===== src/i2c_div_pkg.sv =====
package i2c_div_pkg;

    // ****************************************
    // Register map
    // ****************************************
    localparam logic [2:0] ADDR_FREQ    = 3'h0;
    localparam logic [2:0] ADDR_CTRL    = 3'h1;
    localparam logic [2:0] ADDR_STATUS  = 3'h2;
    localparam logic [2:0] ADDR_MASK    = 3'h3;
    localparam logic [2:0] ADDR_CMD     = 3'h4;

    localparam logic [7:0] FREQ_RESET   = 8'h00;
    localparam logic [7:0] CTRL_RESET   = 8'h00;
    localparam logic [7:0] MASK_RESET   = 8'h00;

    // ****************************************
    // Control fields
    // ****************************************
    localparam int BIT_ENABLE  = 7;
    localparam int BIT_IRQ_EN  = 6;
    localparam int BIT_MASTER  = 5;
    localparam int BIT_TX      = 4;
    localparam int BIT_ACK_SUP = 3;
    localparam int BIT_RSTART  = 2;

    // Rate register: scale in [7:6], index in [5:0]
    localparam int SCALE_HI = 7;
    localparam int SCALE_LO = 6;

    // Status / mask bits
    localparam int EV_START = 0;
    localparam int EV_STOP  = 1;
    localparam int EV_RSTRT = 2;
    localparam int EV_ARBL  = 3;
    localparam int EV_TICK  = 4;

    // Command register bits
    localparam int CMD_ACK_CYCLE = 0;

    localparam int CNT_W = 14;

    typedef enum logic [2:0] {
        ST_OFF    = 3'b000,
        ST_SLAVE  = 3'b001,
        ST_START  = 3'b010,
        ST_MASTER = 3'b011,
        ST_RSTART = 3'b100,
        ST_STOP   = 3'b101
    } mode_t;

endpackage : i2c_div_pkg


===== src/i2c_divider_and_control.sv =====
// Chosen here: strobed register access and the register addresses.
`timescale 1ns/1ns
`default_nettype none
module i2c_divider_and_control
    import i2c_div_pkg::*;
(
    input  wire logic       mclk,
    input  wire logic       rst,
    input  wire logic [2:0] addr,
    input  wire logic [7:0] wdata,
    input  wire logic       wr,
    input  wire logic       rd,
    output logic      [7:0] rdata,
    input  wire logic       scl_in,
    input  wire logic       sda_in,
    output logic            scl_out,
    output logic            scl_oe_n,
    output logic            sda_out,
    output logic            sda_oe_n,
    output logic            master_mode,
    output logic            transmit_dir,
    output logic            arb_lost,
    output logic            irq
);
    // ****************************************
    // Registers and bus slave
    // ****************************************
    logic [7:0] freq_reg;
    logic [7:0] ctrl_reg;
    logic [4:0] status_reg;
    logic [4:0] status_next;
    logic [4:0] mask_reg;
    logic       ack_cycle_reg;
    logic [7:0] rdata_next;
    logic [4:0] events;
    logic       repeat_start_request_write;
    logic       master_prev_reg;
    logic       scl_s1_reg;
    logic       scl_s2_reg;
    logic       sda_s1_reg;
    logic       sda_s2_reg;
    mode_t      mode_reg;
    mode_t      mode_next;

    wire wr_freq = wr && addr == ADDR_FREQ;
    wire wr_ctrl = wr && addr == ADDR_CTRL;
    wire wr_mask = wr && addr == ADDR_MASK;
    wire wr_cmd  = wr && addr == ADDR_CMD;
    wire rd_stat = rd && addr == ADDR_STATUS;
    wire enabled = ctrl_reg[BIT_ENABLE];

    assign repeat_start_request_write = wr_ctrl && wdata[BIT_RSTART];

    always_ff @(posedge mclk or posedge rst) begin
        if (rst) begin
            freq_reg      <= FREQ_RESET;
            ctrl_reg      <= CTRL_RESET;
            mask_reg      <= MASK_RESET[4:0];
            ack_cycle_reg <= 1'b0;
        end else begin
            if (wr_freq) freq_reg <= wdata;
            if (wr_ctrl) ctrl_reg <= wdata & ~(8'h01 << BIT_RSTART);
            if (wr_mask) mask_reg <= wdata[4:0];
            if (wr_cmd) ack_cycle_reg <= wdata[CMD_ACK_CYCLE];
        end
    end

    assign rdata_next = (addr == ADDR_FREQ)   ? freq_reg :
                        (addr == ADDR_CTRL)   ? ctrl_reg :
                        (addr == ADDR_STATUS) ? {3'h0, status_reg} :
                        (addr == ADDR_MASK)   ? {3'h0, mask_reg} :
                        (addr == ADDR_CMD)    ? {7'h00, ack_cycle_reg} : 8'h00;

    always_ff @(posedge mclk or posedge rst) begin
        if (rst) begin
            rdata <= 8'h00;
        end else begin
            rdata <= rd ? rdata_next : 8'h00;
        end
    end

    // ****************************************
    // Pin synchronisers
    // ****************************************
    always_ff @(posedge mclk or posedge rst) begin
        if (rst) begin
            scl_s1_reg <= 1'b1;
            scl_s2_reg <= 1'b1;
            sda_s1_reg <= 1'b1;
            sda_s2_reg <= 1'b1;
        end else begin
            scl_s1_reg <= scl_in;
            scl_s2_reg <= scl_s1_reg;
            sda_s1_reg <= sda_in;
            sda_s2_reg <= sda_s1_reg;
        end
    end

    // ****************************************
    // Rate lookup and timer
    // ****************************************
    logic [11:0]      scl_div;
    logic [9:0]       sda_hold;
    logic [10:0]      start_hold;
    logic [10:0]      stop_hold;
    logic [2:0]       scale;
    logic             tmr_load;
    logic [CNT_W-1:0] tmr_count;
    logic             tmr_done;

    i2c_rate_table u_table (
        .mclk       (mclk),
        .rst        (rst),
        .rate_index (freq_reg[5:0]),
        .scl_div    (scl_div),
        .sda_hold   (sda_hold),
        .start_hold (start_hold),
        .stop_hold  (stop_hold)
    );

    // scale decode, reserved acts as 1
    assign scale = (freq_reg[SCALE_HI:SCALE_LO] == 2'h1) ? 3'h2 :
                   (freq_reg[SCALE_HI:SCALE_LO] == 2'h2) ? 3'h4 : 3'h1;

    // half period per phase, hold counts
    // Keyed on the next mode: the load happens on the edge that enters it
    always_comb begin
        case (mode_next)
            ST_START:  tmr_count = CNT_W'(start_hold);
            ST_RSTART: tmr_count = CNT_W'(start_hold);
            ST_STOP:   tmr_count = CNT_W'(stop_hold);
            ST_MASTER: tmr_count = CNT_W'(scl_div[11:1]);
            default:   tmr_count = CNT_W'(sda_hold);
        endcase
    end

    i2c_hold_timer u_timer (
        .mclk  (mclk),
        .rst   (rst),
        .load  (tmr_load),
        .count (tmr_count),
        .scale (scale),
        .done  (tmr_done)
    );

    // ****************************************
    // Mode sequencer
    // ****************************************
    logic scl_drv_reg;
    logic sda_drv_reg;
    logic bad_repeat_start_request;

    assign bad_repeat_start_request = repeat_start_request_write && enabled && mode_reg != ST_MASTER;

    always_comb begin
        mode_next = mode_reg;
        case (mode_reg)
            ST_OFF:    if (enabled) mode_next = ST_SLAVE;
            ST_SLAVE:  if (ctrl_reg[BIT_MASTER] && !master_prev_reg) mode_next = ST_START;
            ST_START:  if (tmr_done) mode_next = ST_MASTER;
            ST_MASTER: begin
                if (!ctrl_reg[BIT_MASTER]) mode_next = ST_STOP;
                else if (repeat_start_request_write) mode_next = ST_RSTART;
            end
            ST_RSTART: if (tmr_done) mode_next = ST_MASTER;
            ST_STOP:   if (tmr_done) mode_next = ST_SLAVE;
            default:   mode_next = ST_OFF;
        endcase
        if (!enabled) mode_next = ST_OFF;
    end

    assign tmr_load = (mode_next != mode_reg) ||
                      (mode_reg == ST_MASTER && tmr_done);

    always_ff @(posedge mclk or posedge rst) begin
        if (rst) begin
            mode_reg        <= ST_OFF;
            master_prev_reg <= 1'b0;
            scl_drv_reg     <= 1'b0;
            sda_drv_reg     <= 1'b0;
        end else begin
            mode_reg        <= mode_next;
            master_prev_reg <= ctrl_reg[BIT_MASTER] && enabled;
            if (mode_next == ST_MASTER && mode_reg == ST_MASTER && tmr_done)
                scl_drv_reg <= ~scl_drv_reg;
            else if (mode_next == ST_MASTER && mode_reg != ST_MASTER)
                scl_drv_reg <= 1'b1;
            else if (mode_next == ST_START || mode_next == ST_RSTART)
                scl_drv_reg <= 1'b0;
            else if (mode_next == ST_STOP || mode_next == ST_OFF || mode_next == ST_SLAVE)
                scl_drv_reg <= 1'b0;
            // SDA held low through the stop hold so its release is the stop
            sda_drv_reg <= (mode_next == ST_START || mode_next == ST_RSTART ||
                            mode_next == ST_STOP);
        end
    end

    wire ack_drive = enabled && ack_cycle_reg && !ctrl_reg[BIT_TX] &&
                     !ctrl_reg[BIT_ACK_SUP];

    assign scl_out  = 1'b0;
    assign sda_out  = 1'b0;
    assign scl_oe_n = ~scl_drv_reg;
    assign sda_oe_n = ~(sda_drv_reg || ack_drive);

    assign master_mode = mode_reg == ST_MASTER || mode_reg == ST_START ||
                         mode_reg == ST_RSTART;
    assign transmit_dir = ctrl_reg[BIT_TX];

    // ****************************************
    // Events and interrupt
    // ****************************************
    assign events[EV_START] = mode_reg == ST_START && tmr_done;
    assign events[EV_STOP]  = mode_reg == ST_STOP && tmr_done;
    assign events[EV_RSTRT] = mode_reg == ST_RSTART && tmr_done;
    assign events[EV_ARBL]  = bad_repeat_start_request;
    assign events[EV_TICK]  = !scl_s2_reg && !sda_s2_reg && enabled && 1'b0;

    // Set wins over the read clear
    assign status_next = (rd_stat ? 5'h00 : status_reg) | events;

    always_ff @(posedge mclk or posedge rst) begin
        if (rst) begin
            status_reg <= 5'h00;
        end else begin
            status_reg <= status_next;
        end
    end

    assign arb_lost = status_reg[EV_ARBL];
    assign irq = ctrl_reg[BIT_IRQ_EN] && |(status_reg & mask_reg);

    // ****************************************
    // Checks
    // ****************************************
    chk_irq_gate: assert property (@(posedge mclk) disable iff (rst)
        !ctrl_reg[BIT_IRQ_EN] |-> !irq) else $error("irq without enable");
    chk_off_mode: assert property (@(posedge mclk) disable iff (rst)
        !enabled |=> mode_reg == ST_OFF) else $error("active while disabled");
    chk_start_seq: assert property (@(posedge mclk) disable iff (rst)
        mode_reg == ST_SLAVE && enabled && ctrl_reg[BIT_MASTER] && !master_prev_reg
        |=> mode_reg == ST_START) else $error("no start");
    chk_stop_seq: assert property (@(posedge mclk) disable iff (rst)
        mode_reg == ST_MASTER && enabled && !ctrl_reg[BIT_MASTER]
        |=> mode_reg == ST_STOP) else $error("no stop");
    chk_repeat_start_request_read: assert property (@(posedge mclk) disable iff (rst)
        $past(rd) && $past(addr) == ADDR_CTRL |-> !rdata[BIT_RSTART])
        else $error("repeat start read as 1");
    chk_repeat_start_request_arbl: assert property (@(posedge mclk) disable iff (rst)
        bad_repeat_start_request |=> status_reg[EV_ARBL]) else $error("arbitration not flagged");
    chk_ack_drive: assert property (@(posedge mclk) disable iff (rst)
        ctrl_reg[BIT_ACK_SUP] && !sda_drv_reg |-> sda_oe_n) else $error("ack driven");
    chk_dir_follow: assert property (@(posedge mclk) disable iff (rst)
        $past(wr_ctrl) |-> transmit_dir == $past(wdata[BIT_TX])) else $error("direction");
    chk_repeat_start_request_master: assert property (@(posedge mclk) disable iff (rst)
        mode_reg == ST_MASTER && enabled && ctrl_reg[BIT_MASTER] && repeat_start_request_write
        |=> mode_reg == ST_RSTART) else $error("no repeated start");

    cov_start: cover property (@(posedge mclk) disable iff (rst) events[EV_START]);
    cov_stop:  cover property (@(posedge mclk) disable iff (rst) events[EV_STOP]);
    cov_repeat_start_request:  cover property (@(posedge mclk) disable iff (rst) events[EV_RSTRT]);
    cov_irq:   cover property (@(posedge mclk) disable iff (rst) irq);
endmodule : i2c_divider_and_control
`default_nettype wire


===== src/i2c_hold_timer.sv =====
`timescale 1ns/1ns
`default_nettype none
module i2c_hold_timer
    import i2c_div_pkg::*;
(
    input  wire logic             mclk,
    input  wire logic             rst,
    input  wire logic             load,
    input  wire logic [CNT_W-1:0] count,
    input  wire logic [2:0]       scale,
    output logic                  done
);
    // ****************************************
    // Prescaled down counter
    // ****************************************
    logic [CNT_W-1:0] cnt_reg;
    logic [2:0]       pre_reg;
    logic             busy_reg;

    always_ff @(posedge mclk or posedge rst) begin
        if (rst) begin
            cnt_reg  <= '0;
            pre_reg  <= 3'h0;
            busy_reg <= 1'b0;
        end else if (load) begin
            cnt_reg  <= count;
            pre_reg  <= 3'(scale - 3'h1);
            busy_reg <= 1'b1;
        end else if (busy_reg) begin
            if (pre_reg != 3'h0) begin
                pre_reg <= 3'(pre_reg - 3'h1);
            end else if (cnt_reg <= CNT_W'(1)) begin
                busy_reg <= 1'b0;
            end else begin
                cnt_reg <= CNT_W'(cnt_reg - 1'b1);
                pre_reg <= 3'(scale - 3'h1);
            end
        end
    end

    assign done = busy_reg && pre_reg == 3'h0 && cnt_reg <= CNT_W'(1);
endmodule : i2c_hold_timer
`default_nettype wire


===== src/i2c_rate_table.sv =====
`timescale 1ns/1ns
`default_nettype none
module i2c_rate_table
    import i2c_div_pkg::*;
(
    input  wire logic             mclk,
    input  wire logic             rst,
    input  wire logic [5:0]       rate_index,
    output logic      [11:0]      scl_div,
    output logic      [9:0]       sda_hold,
    output logic      [10:0]      start_hold,
    output logic      [10:0]      stop_hold
);
    // ****************************************
    // Upper divider table, registered output
    // ****************************************
    // Index bit 5 is not decoded: the lower half of the index range gives the same entries as the upper half
    logic [11:0] div_w;
    logic [9:0]  sda_w;
    logic [10:0] sta_w;
    logic [11:0] base;

    function automatic logic [11:0] base_of(input logic [1:0] g);
        case (g)
            2'h0: base_of = 12'h020;
            2'h1: base_of = 12'h040;
            2'h2: base_of = 12'h080;
            default: base_of = 12'h100;
        endcase
    endfunction : base_of

    always_comb begin
        base = base_of(rate_index[4:3]);
        case ({rate_index[2], rate_index[1:0]})
            3'h0: div_w = 12'(base * 5);
            3'h1: div_w = 12'(base * 6);
            3'h2: div_w = 12'(base * 7);
            3'h3: div_w = 12'(base * 8);
            3'h4: div_w = 12'(base * 9);
            3'h5: div_w = 12'(base * 10);
            3'h6: div_w = 12'(base * 12);
            default: div_w = 12'(base * 15);
        endcase
        // Hold step is half the base, one to four steps chosen by bits 2:1
        sda_w = 10'((base >> 1) * ({1'b0, rate_index[2:1]} + 3'h1) + 1);
        sta_w = 11'(div_w / 2 - 2);
    end

    always_ff @(posedge mclk or posedge rst) begin
        if (rst) begin
            scl_div    <= 12'h0a0;
            sda_hold   <= 10'h011;
            start_hold <= 11'h04e;
            stop_hold  <= 11'h051;
        end else begin
            scl_div    <= div_w;
            sda_hold   <= sda_w;
            start_hold <= sta_w;
            stop_hold  <= 11'(sta_w + 3);
        end
    end

endmodule : i2c_rate_table
`default_nettype wire


===== config.mk =====
export PLATFORM = sky130hd
export DESIGN_NAME = i2c_divider_and_control
export DESIGN_NICKNAME = d
export VERILOG_FILES = /design/src/i2c_div_pkg.sv /design/src/i2c_divider_and_control.sv /design/src/i2c_hold_timer.sv /design/src/i2c_rate_table.sv
export SDC_FILE = /design/constraint.sdc
export NUM_CORES = 1
export LEC_CHECK = 0
export ABC_AREA = 0
export BUFFER_PORTS_ARGS = -buffer_cell sky130_fd_sc_hd__clkbuf_2
export CAP_MARGIN = 25
export CORE_ASPECT_RATIO = 1.4
export CORE_MARGIN = 3
export CORE_UTILIZATION = 40
export DETAILED_ROUTE_END_ITERATION = 10
export HOLD_SLACK_MARGIN = 0.12
export SYNTH_ARGS = -nofsm -noshare
export SYNTH_HDL_FRONTEND = slang
export SYNTH_SLANG_ARGS = --single-unit

===== constraint.sdc =====
create_clock -name mclk -period 6.41 [get_ports mclk]
set_clock_uncertainty 0.2 [all_clocks]
set_input_delay 1.282 -clock mclk [delete_from_list [all_inputs] [get_ports mclk]]
set_output_delay 1.282 -clock mclk [all_outputs]
set_load 0.05 [all_outputs]

; After elaboration in Yosys (flattened, before gate mapping)
; Index checks and enable logic that the tools add are counted.
[totals]
regBits = 102
inputBits = 17
output_inout_bits = 16
elab_cells = 149
[classes]
add_sub_neg = 7
n_lt_le_gt_ge = 1
eq_ne = 29
reduce_logical = 48
n_mul = 8
n_mux = 35
n_bitwise = 4
[op_table]
columns = cell, n
row1 = $pmux 12 s7, 1
row2 = $mux 14, 4
row3 = $mux 3, 12
row4 = $pmux 11 s3, 1
row5 = $mul 8x32->10, 1
row6 = $pmux 9 s3, 1
row7 = $eq 3x2->1 const B, 8
row8 = $eq 3x3->1 const B, 8
row9 = $mul 9x3->12 const B, 2
row10 = $mul 9x4->12 const B, 2
row11 = $mux 8, 3
row12 = $logic_and 1x1->1, 23
row13 = $logic_not 3->1, 5
row14 = $mux 5, 3
row15 = $pmux 3 s5, 1
row16 = $le 14x1->1 const B, 1
row17 = $sub 14x1->14 const B, 1
row18 = $eq 3x1->1 const B, 4
row19 = $add 11x2->11 const B, 1
row20 = $mul 9x2->11 const B, 1
row21 = $mul 9x3->11 const B, 1
row22 = $sub 11x2->11 const B, 1
row23 = $add 10x1->10 const B, 1
row24 = $mul 9x2->10 const B, 1
row25 = 21 further kinds, 45

; Logic depth before layout (Yosys ltp)
; Gate-level depths: netlist of run 1.
[depth]
depth_word = 14
mapped_depth = 12

; By module
; A second synthesis of run 1 with hierarchy kept.
[hier_totals]
cells_unflattened = 574
area_unflattened_um2 = 5572.8
[by_module_without_submodules]
columns = mod, instances, area_each_um2, seq_area_each_um2, cells_per_inst
row1 = i2c_divider_and_control, 1, 2272.2, 975.9, 215
row2 = i2c_rate_table, 1, 2075.7, 631.9, 225
row3 = i2c_hold_timer, 1, 1224.9, 450.4, 134

; Worst setup path before layout of run 1
; Ideal clock, no wire load.
[synth_timing]
kind = flip-flop to output port
from = register status_reg[3]
to = output irq
arrival_time_ns = 1.939
path_stages_with_launch = 3
path_buffers = 0
path_slack_ns = 2.989
path_cell_list = dfrtp_1 a22oi_1 a21boi_0
[synth_via]
elab_chain_cells = 3
[synth_rtl]
columns = item, line
row1 = "start, declared", i2c_divider_and_control.sv:30  ; logic [4:0] status_reg;
row2 = "start signal, assigned", i2c_divider_and_control.sv:226  ; status_reg <= status_next;
row3 = $and 5x5->5, i2c_divider_and_control.sv:231  ; assign irq = ctrl_reg[BIT_IRQ_EN] && |(status_reg & mask_reg);
row4 = $reduce_or 5->1, i2c_divider_and_control.sv:231
row5 = $logic_and 1x1->1, i2c_divider_and_control.sv:231
row6 = "end, declared", i2c_divider_and_control.sv:23  ; output logic irq
; No other way between the ends.

; Worst setup path in the final report of run 1
[layout_timing]
from = register freq_reg[4]
to = register u_table.stop_hold[9]
[layout_via]
elab_chain_cells = 6
elab_cells_between_ends = 14
[layout_rtl]
columns = item, line
row1 = "start, declared", i2c_divider_and_control.sv:28  ; logic [7:0] freq_reg;
row2 = "start signal, assigned", i2c_divider_and_control.sv:61  ; if (wr_freq) freq_reg <= wdata;
row3 = $eq 2x2->1 (tied with other cells), i2c_rate_table.sv:24  ; case (g)
row4 = $pmux 9 s3 *, i2c_rate_table.sv:24
row5 = $mul 9x4->12 (tied with other cells), i2c_rate_table.sv:42  ; default: div_w = 12'(base * 15);
row6 = $pmux 12 s7 *, i2c_rate_table.sv:34  ; case ({rate_index[2], rate_index[1:0]})
row7 = via u_table.div_w[9], i2c_rate_table.sv:18  ; logic [11:0] div_w;
row8 = $sub 11x2->11 *, i2c_rate_table.sv:46  ; sta_w = 11'(div_w / 2 - 2);
row9 = $add 11x2->11 *, i2c_rate_table.sv:59  ; stop_hold <= 11'(sta_w + 3);
row10 = "end signal, assigned", i2c_rate_table.sv:59
row11 = "end, declared", i2c_rate_table.sv:12  ; output logic [10:0] stop_hold
; Mark *: on every way through the listed nets, which the timed path passes. The rest lies on a longest branch.
; A chain may end at the register's enable or synchronous reset.

==> metrics, run 1 <==
outcome=finished clean; FF+latch count, synth=82; total core area=0.0120 mm²; post-synthesis compound-gate area fraction=15.9%; # nets final=568; final-report hold violation count=0; Rows=47; max FFs per register=14; post-synthesis xor/xnor area fraction=5.11%; Via Count=3714; antenna-violating nets left=0; Finish-stage setup viols=0; Ys Warns=0; DRT Pass-1 Iters=4; post-synth top area share=38.8%; Setup Fix Bufs, Post-CTS=0; worst-case reg-to-reg path depth=11; ratio of cells with drive above 1 in the final layout=17.5%; initial antenna violation count=0; H-tree levels=3; ANT cells=0; Main synth FF type=dfrtp_1; die area=0.0138 mm²; DRC Markers=0; Synth Area per Inst=9.92 µm²; latest clock arrival within the worst-skew pair=0.33 ns; routed length per instance=15.9 µm; worst min-delay path category=reg2reg; r2r startpoint=freq_reg[4]; Period minus WS final=3.71 ns; Final Wtd Congestion=0.847; cell area after synthesis=0.00497 mm²; Worst Tran Pin Value=0.832 ns; Slew headroom=44.3%; first-pass GRT wire length=17800 µm; Power Density=389 mW/mm²; final setup TNS=0 ns; CTS Hold Buffers Added=0; R2R Setup Slk=2.70 ns; min-delay src=mask_reg[4]; Clock Tree Buf Depth=2; CP required=6.47 ns; CP Max Fanout=10; PortBufs=28; post-synthesis mux area share=7.48%; CTS resizes=0; worst setup path category=reg2reg; Critical Path End Type=flip-flop; Fill cells=1127; CTS root buffer=clkbuf_16; Worst-path clk slew=0.06 ns; Syn Inst Count=501; Die X=100 µm; # Max-Cap Violations=0; setup slack after layout=2.70 ns; CTS Sinks=82; Total Wirelength=10700 µm; I/O pins=33; Final Max Slew Viols=0; RR Endpoint=u_table.stop_hold[9]; synthesis-to-finish area growth=12.3%; library cells used by synthesis=74; area leader, netlist=dfrtp_1; Place WS=2.24 ns; Worst EP arrival=3.77 ns; CTS tree=built; Leak=2.49 nW; crit share post-route=57.9%; Post-Synth Simple-Gate Area=18.0%; largest net degree at the start of global routing=83; post-synthesis sequential area ratio=41.4%; Total Routing Usage GR=16.3%; end of the worst hold path=mask_reg[4]; startpoint types=flip-flop; main combinational cell family by area after synthesis=simple AND/OR/NAND/NOR gates; synth top area cells=dfrtp_1 39%, ha_1 6.5%, mux2_2 3.6%, nand2_1 3.6%, o21ai_0 2.8%; Initial Utilization=41.4%; Max Clk Rate=270 MHz; Post-DP HPWL=7870 µm; VDD IR max=0.163 mV; Async S/R FF share, synth=100%; DR iter-0 viols=179; RSZ-0062 raised after global routing=no; die height=138 µm; CTS buffer count=9; Adder-Cell Fraction of Synth Area=7.76%; Hold Path Depth=1; grt total ovfl=0; Post-synth EDFFs=0; Via density=5.51; vias in the first global route=3667
-- placed cells by master, fill, tap and decap left out, types with 5 or more instances in the layout --
cell       count
a21o_1         5
a21oi_1       17
a22oi_1        8
a32oi_1        6
and2_1        11
and3_1         7
clkbuf_16      9
clkbuf_2      28
dfrtp_1       77
dfstp_2        5
ha_1          26
inv_1         26
mux2_2        16
mux2i_1        9
nand2_1       48
nand2b_1       8
nand3_1        6
nor2_1        28
nor2b_1       11
nor3_1        17
nor4_1         5
o21ai_0       28
or3_1          6
xnor2_1       15
xor2_1        14
-- layout make-up --
class / instances / area, µm² / share of cell area [%]
Clock buffer: 12 / 256 / 4.60
Clock inverter: 4 / 51.3 / 0.919
Inverter: 27 / 103 / 1.84
Multi-Input combinational cell: 369 / 2710 / 48.6
Sequential cell: 82 / 2060 / 36.9
Tap cell: 147 / 184 / 3.30
Timing Repair Buffer: 33 / 218 / 3.90
-- how the worst max path moves through the flow --
stage,from,to,slack (ns),cells after the start
final,freq_reg[4],u_table.stop_hold[9],2.70,11
after global routing,freq_reg[3],u_table.stop_hold[9],2.44,10
after CTS,addr[0],u_timer.cnt_reg[1],2.59,7
after detailed placement,addr[0],u_timer.cnt_reg[1],2.24,7
after global placement,addr[0],u_timer.cnt_reg[1],2.29,7
after floorplan,rst,ack_cycle_reg,2.83,1
-- routing by layer --
| layer | track usage [%] | vias up | wire (µm) |
|---|---|---|---|
| li1 | - | 1822 | - |
| met1 | 19.3 | 1819 | 4470 |
| met2 | 28.9 | 55 | 5730 |
| met3 | 2.82 | 18 | 231 |
| met4 | 7.27 | 0 | 282 |
| met5 | 0 | - | 0 |
-- power breakdown --
group / internal (W) / total, W / switching [W]
Clock: 0.000323 / 0.000524 / 0.000201
Sequential: 0.000674 / 0.000806 / 0.000132
Combinational: 0.000362 / 0.000839 / 0.000477
-- worst max-delay path: stages (launching register included) --
cell and delay [ns]:
dfrtp_1 0.45, inv_1 0.20, ha_1 0.42, ha_1 0.31, ha_1 0.31, o21ai_0 0.08
a21boi_0 0.35, o31ai_1 0.12, a31oi_1 0.63, o2111ai_1 0.25, o41ai_1 0.14, xor2_1 0.17
-- kinds of logic after synthesis --
kind of cell,after synthesis
DFF,82
buffers and inverters,51
xor gates and xnor gates,29
muxes,30
AOI/OAI and AO/OA,110
and+or+nand+nor,169
other,1
adders and majority gates,29
-- metrics by stage --
step / hold slack [ns] / cells / total power (W) / instance area, µm² / utilization [%]
2_1_floorplan: 0.266 / 502 / 0.00146 / 4970 / -
3_3_place_gp: 0.289 / 656 / 0.00161 / 5220 / 43.5
3_5_place_dp: 0.294 / 656 / 0.00163 / 5220 / 43.5
4_1_cts: 0.308 / 672 / 0.00216 / 5530 / 46.1
5_1_grt: 0.330 / 674 / 0.00233 / 5580 / 46.5
6_report: 0.303 / 674 / 0.00217 / 5580 / 46.5
-- synth_stat cells (3+ instances only) --
master,n
dfrtp_1,77
dfstp_2,5
xor2_1,14
nand2b_1,8
a22o_1,3
nor3_1,17
o21ai_1,3
nand3_1,6
nor4_1,5
and3_1,7
a21o_1,5
clkbuf_1,19
mux2_2,16
or3_1,6
mux4_2,4
a21boi_0,3
nand2_1,48
nor2_1,28
nor2b_1,11
a31oi_1,4
ha_1,26
xnor2_1,15
o21ai_0,28
mux2i_1,9
and2_1,11
a22oi_1,8
a21oi_1,17
inv_1,27
or2_2,3
a32oi_1,6
fa_1,3
or4_4,3
a221oi_2,3
Note: power is estimated with default switching activity, not from simulation.
==> run 2, diff against run 1 <==
==> constraint.sdc (replaced) <==
create_clock -name mclk -period 3.6 [get_ports mclk]
set_clock_uncertainty 0.2 [all_clocks]
set_input_delay 0.72 -clock mclk [delete_from_list [all_inputs] [get_ports mclk]]
set_output_delay 0.72 -clock mclk [all_outputs]
set_load 0.05 [all_outputs]
==> run 2 against run 1 <==
Effect of this change:
- utilization grew 0.59 points
- wire length increased by 4.8%
- global-route usage grew 1.1 points
- register-to-register slack worse by 2.4 ns
- worst hold slack lost 0.066 ns
- count of clock-buffer cells in the layout is 1 lower
- sequential share of layout area shrank 0.47 points
- critical path type unchanged
- critical endpoint unchanged
- largest power group unchanged
- highest routed layer unchanged
==> metrics, run 2 (synthesis results as in run 1) <==
outcome=finished clean; initial antenna violation count=0; Initial Utilization=41.4%; CTS buffer count=9; Rows=47; DRC Markers=0; Power Density=707 mW/mm²; final setup TNS=0 ns; DRT Pass-1 Iters=6; met3 WL=289 µm; Total Wirelength=11200 µm; CTS tree=built; startpoint types=flip-flop; crit share post-route=91.9%; Max Clk Rate=302 MHz; vias in the first global route=3984; Reg area=0.00206 mm²; Via density=5.60; final-report hold violation count=0; antenna-violating nets left=0; total power=0.00400 W; RSZ-0062 raised after global routing=no; CTS Sinks=82; Final Max Slew Viols=0; Period minus WS final=3.31 ns; # Max-Cap Violations=0; CTS root buffer=clkbuf_16; VDD IR max=0.250 mV; largest net degree at the start of global routing=46; CP Max Fanout=9; Post-DP HPWL=8410 µm; Metal-1 WL=4580 µm; multi-input gate area in the final layout=0.00271 mm²; total core area=0.0120 mm²; Worst-path clk slew=0.06 ns; DR iter-0 viols=165; Slew headroom=56.9%; Final Wtd Congestion=0.845; H-tree levels=3; Leak=2.54 nW; Fill cells=1124; ratio of cells with drive above 1 in the final layout=18.8%; Worst Tran Pin Value=0.641 ns; Met2 Routed Length=5950 µm; Total Routing Usage GR=17.4%; Critical Path End Type=flip-flop; max FFs per register=14; die area=0.0138 mm²; # nets final=577; Via Count=3822; PortBufs=28; first-pass GRT wire length=19100 µm; worst min-delay path category=in2async; commonest non-fill, non-tap cells in the layout=77 x dfrtp_1, 48 x nand2_1, 28 x o21ai_0, 28 x nor2_1, 28 x clkbuf_2; worst setup path category=reg2reg; synthesis-to-finish area growth=13.8%; I/O pins=33; latest clock arrival within the worst-skew pair=0.34 ns; grt total ovfl=0; Clock Tree Buf Depth=2; routed length per instance=16.4 µm; Worst EP arrival=3.37 ns; Finish-stage setup viols=0; most common cell after layout, fill and taps aside=dfrtp_1; die height=138 µm; Die X=100 µm; ANT cells=0; highest metal used=met4; CP required=3.66 ns
[run 2: report_power, final]
group / total (W) / leakage [nW] / internal (W) / switching (W)
clock: 0.00104 / 0.164 / 0.000678 / 0.000359
combinational: 0.00154 / 1.35 / 0.000652 / 0.000892
sequential: 0.00141 / 1.02 / 0.00120 / 0.000214
[run 2: repair_timing]
item                       4_1_cts  5_1_grt
setup endpoints to repair        0        2
buffers inserted                 0        0
resized for setup                0        1
hold buffers                     0        0
[run 2: layout make-up]
| type | instances | area share (%) |
|---|---|---|
| timing repair buffer | 42 | 4.56 |
| tap | 147 | 3.25 |
| clock buffer | 11 | 4.12 |
| clock inverter | 5 | 1.84 |
| multi-input combinational | 369 | 48.0 |
| sequential | 82 | 36.4 |
| inverter | 27 | 1.81 |
[run 2: path summary, 6_finish.rpt]
path	from	end	slack, ns	cells after the start
max	freq_reg[4]	u_table.stop_hold[9]	0.29	9
min	rst	freq_reg[2]	0.24	2
max reg2reg	freq_reg[4]	u_table.stop_hold[9]	0.29	9
min reg2reg	mask_reg[4]	mask_reg[4]	0.30	1
max in group asynchronous	rst	mode_reg[1]	2.31	3
min in group mclk	mask_reg[4]	mask_reg[4]	0.30	1
[run 2: through the flow]
stage               cell area [µm²]  instances  hold slack, ns  setup slack [ns]  utilization, %
floorplan                      4970        502           0.266             0.578               -
global placement               5310        667           0.289             0.354            44.3
detailed placement             5310        667           0.294             0.271            44.3
CTS                            5650        683           0.262             0.245            47.1
global route                   5650        683           0.313            0.0428            47.1
finish                         5650        683           0.238             0.293            47.1
[run 2: critical path: stages (launching register included)]
cell and delay, ns:
dfrtp_1 0.45, inv_1 0.17, ha_1 0.33, ha_1 0.29
ha_1 0.32, o211a_1 0.21, o41ai_1 0.31, nand2_1 0.29
o41ai_1 0.49, xor2_1 0.17
[run 2: per-layer routing]
metal | GRT usage (%) | vias up
li1 | - | 1849
met1 | 20.0 | 1881
met2 | 31.2 | 66
met3 | 2.87 | 26
met4 | 8.24 | 0
met5 | 0 | -
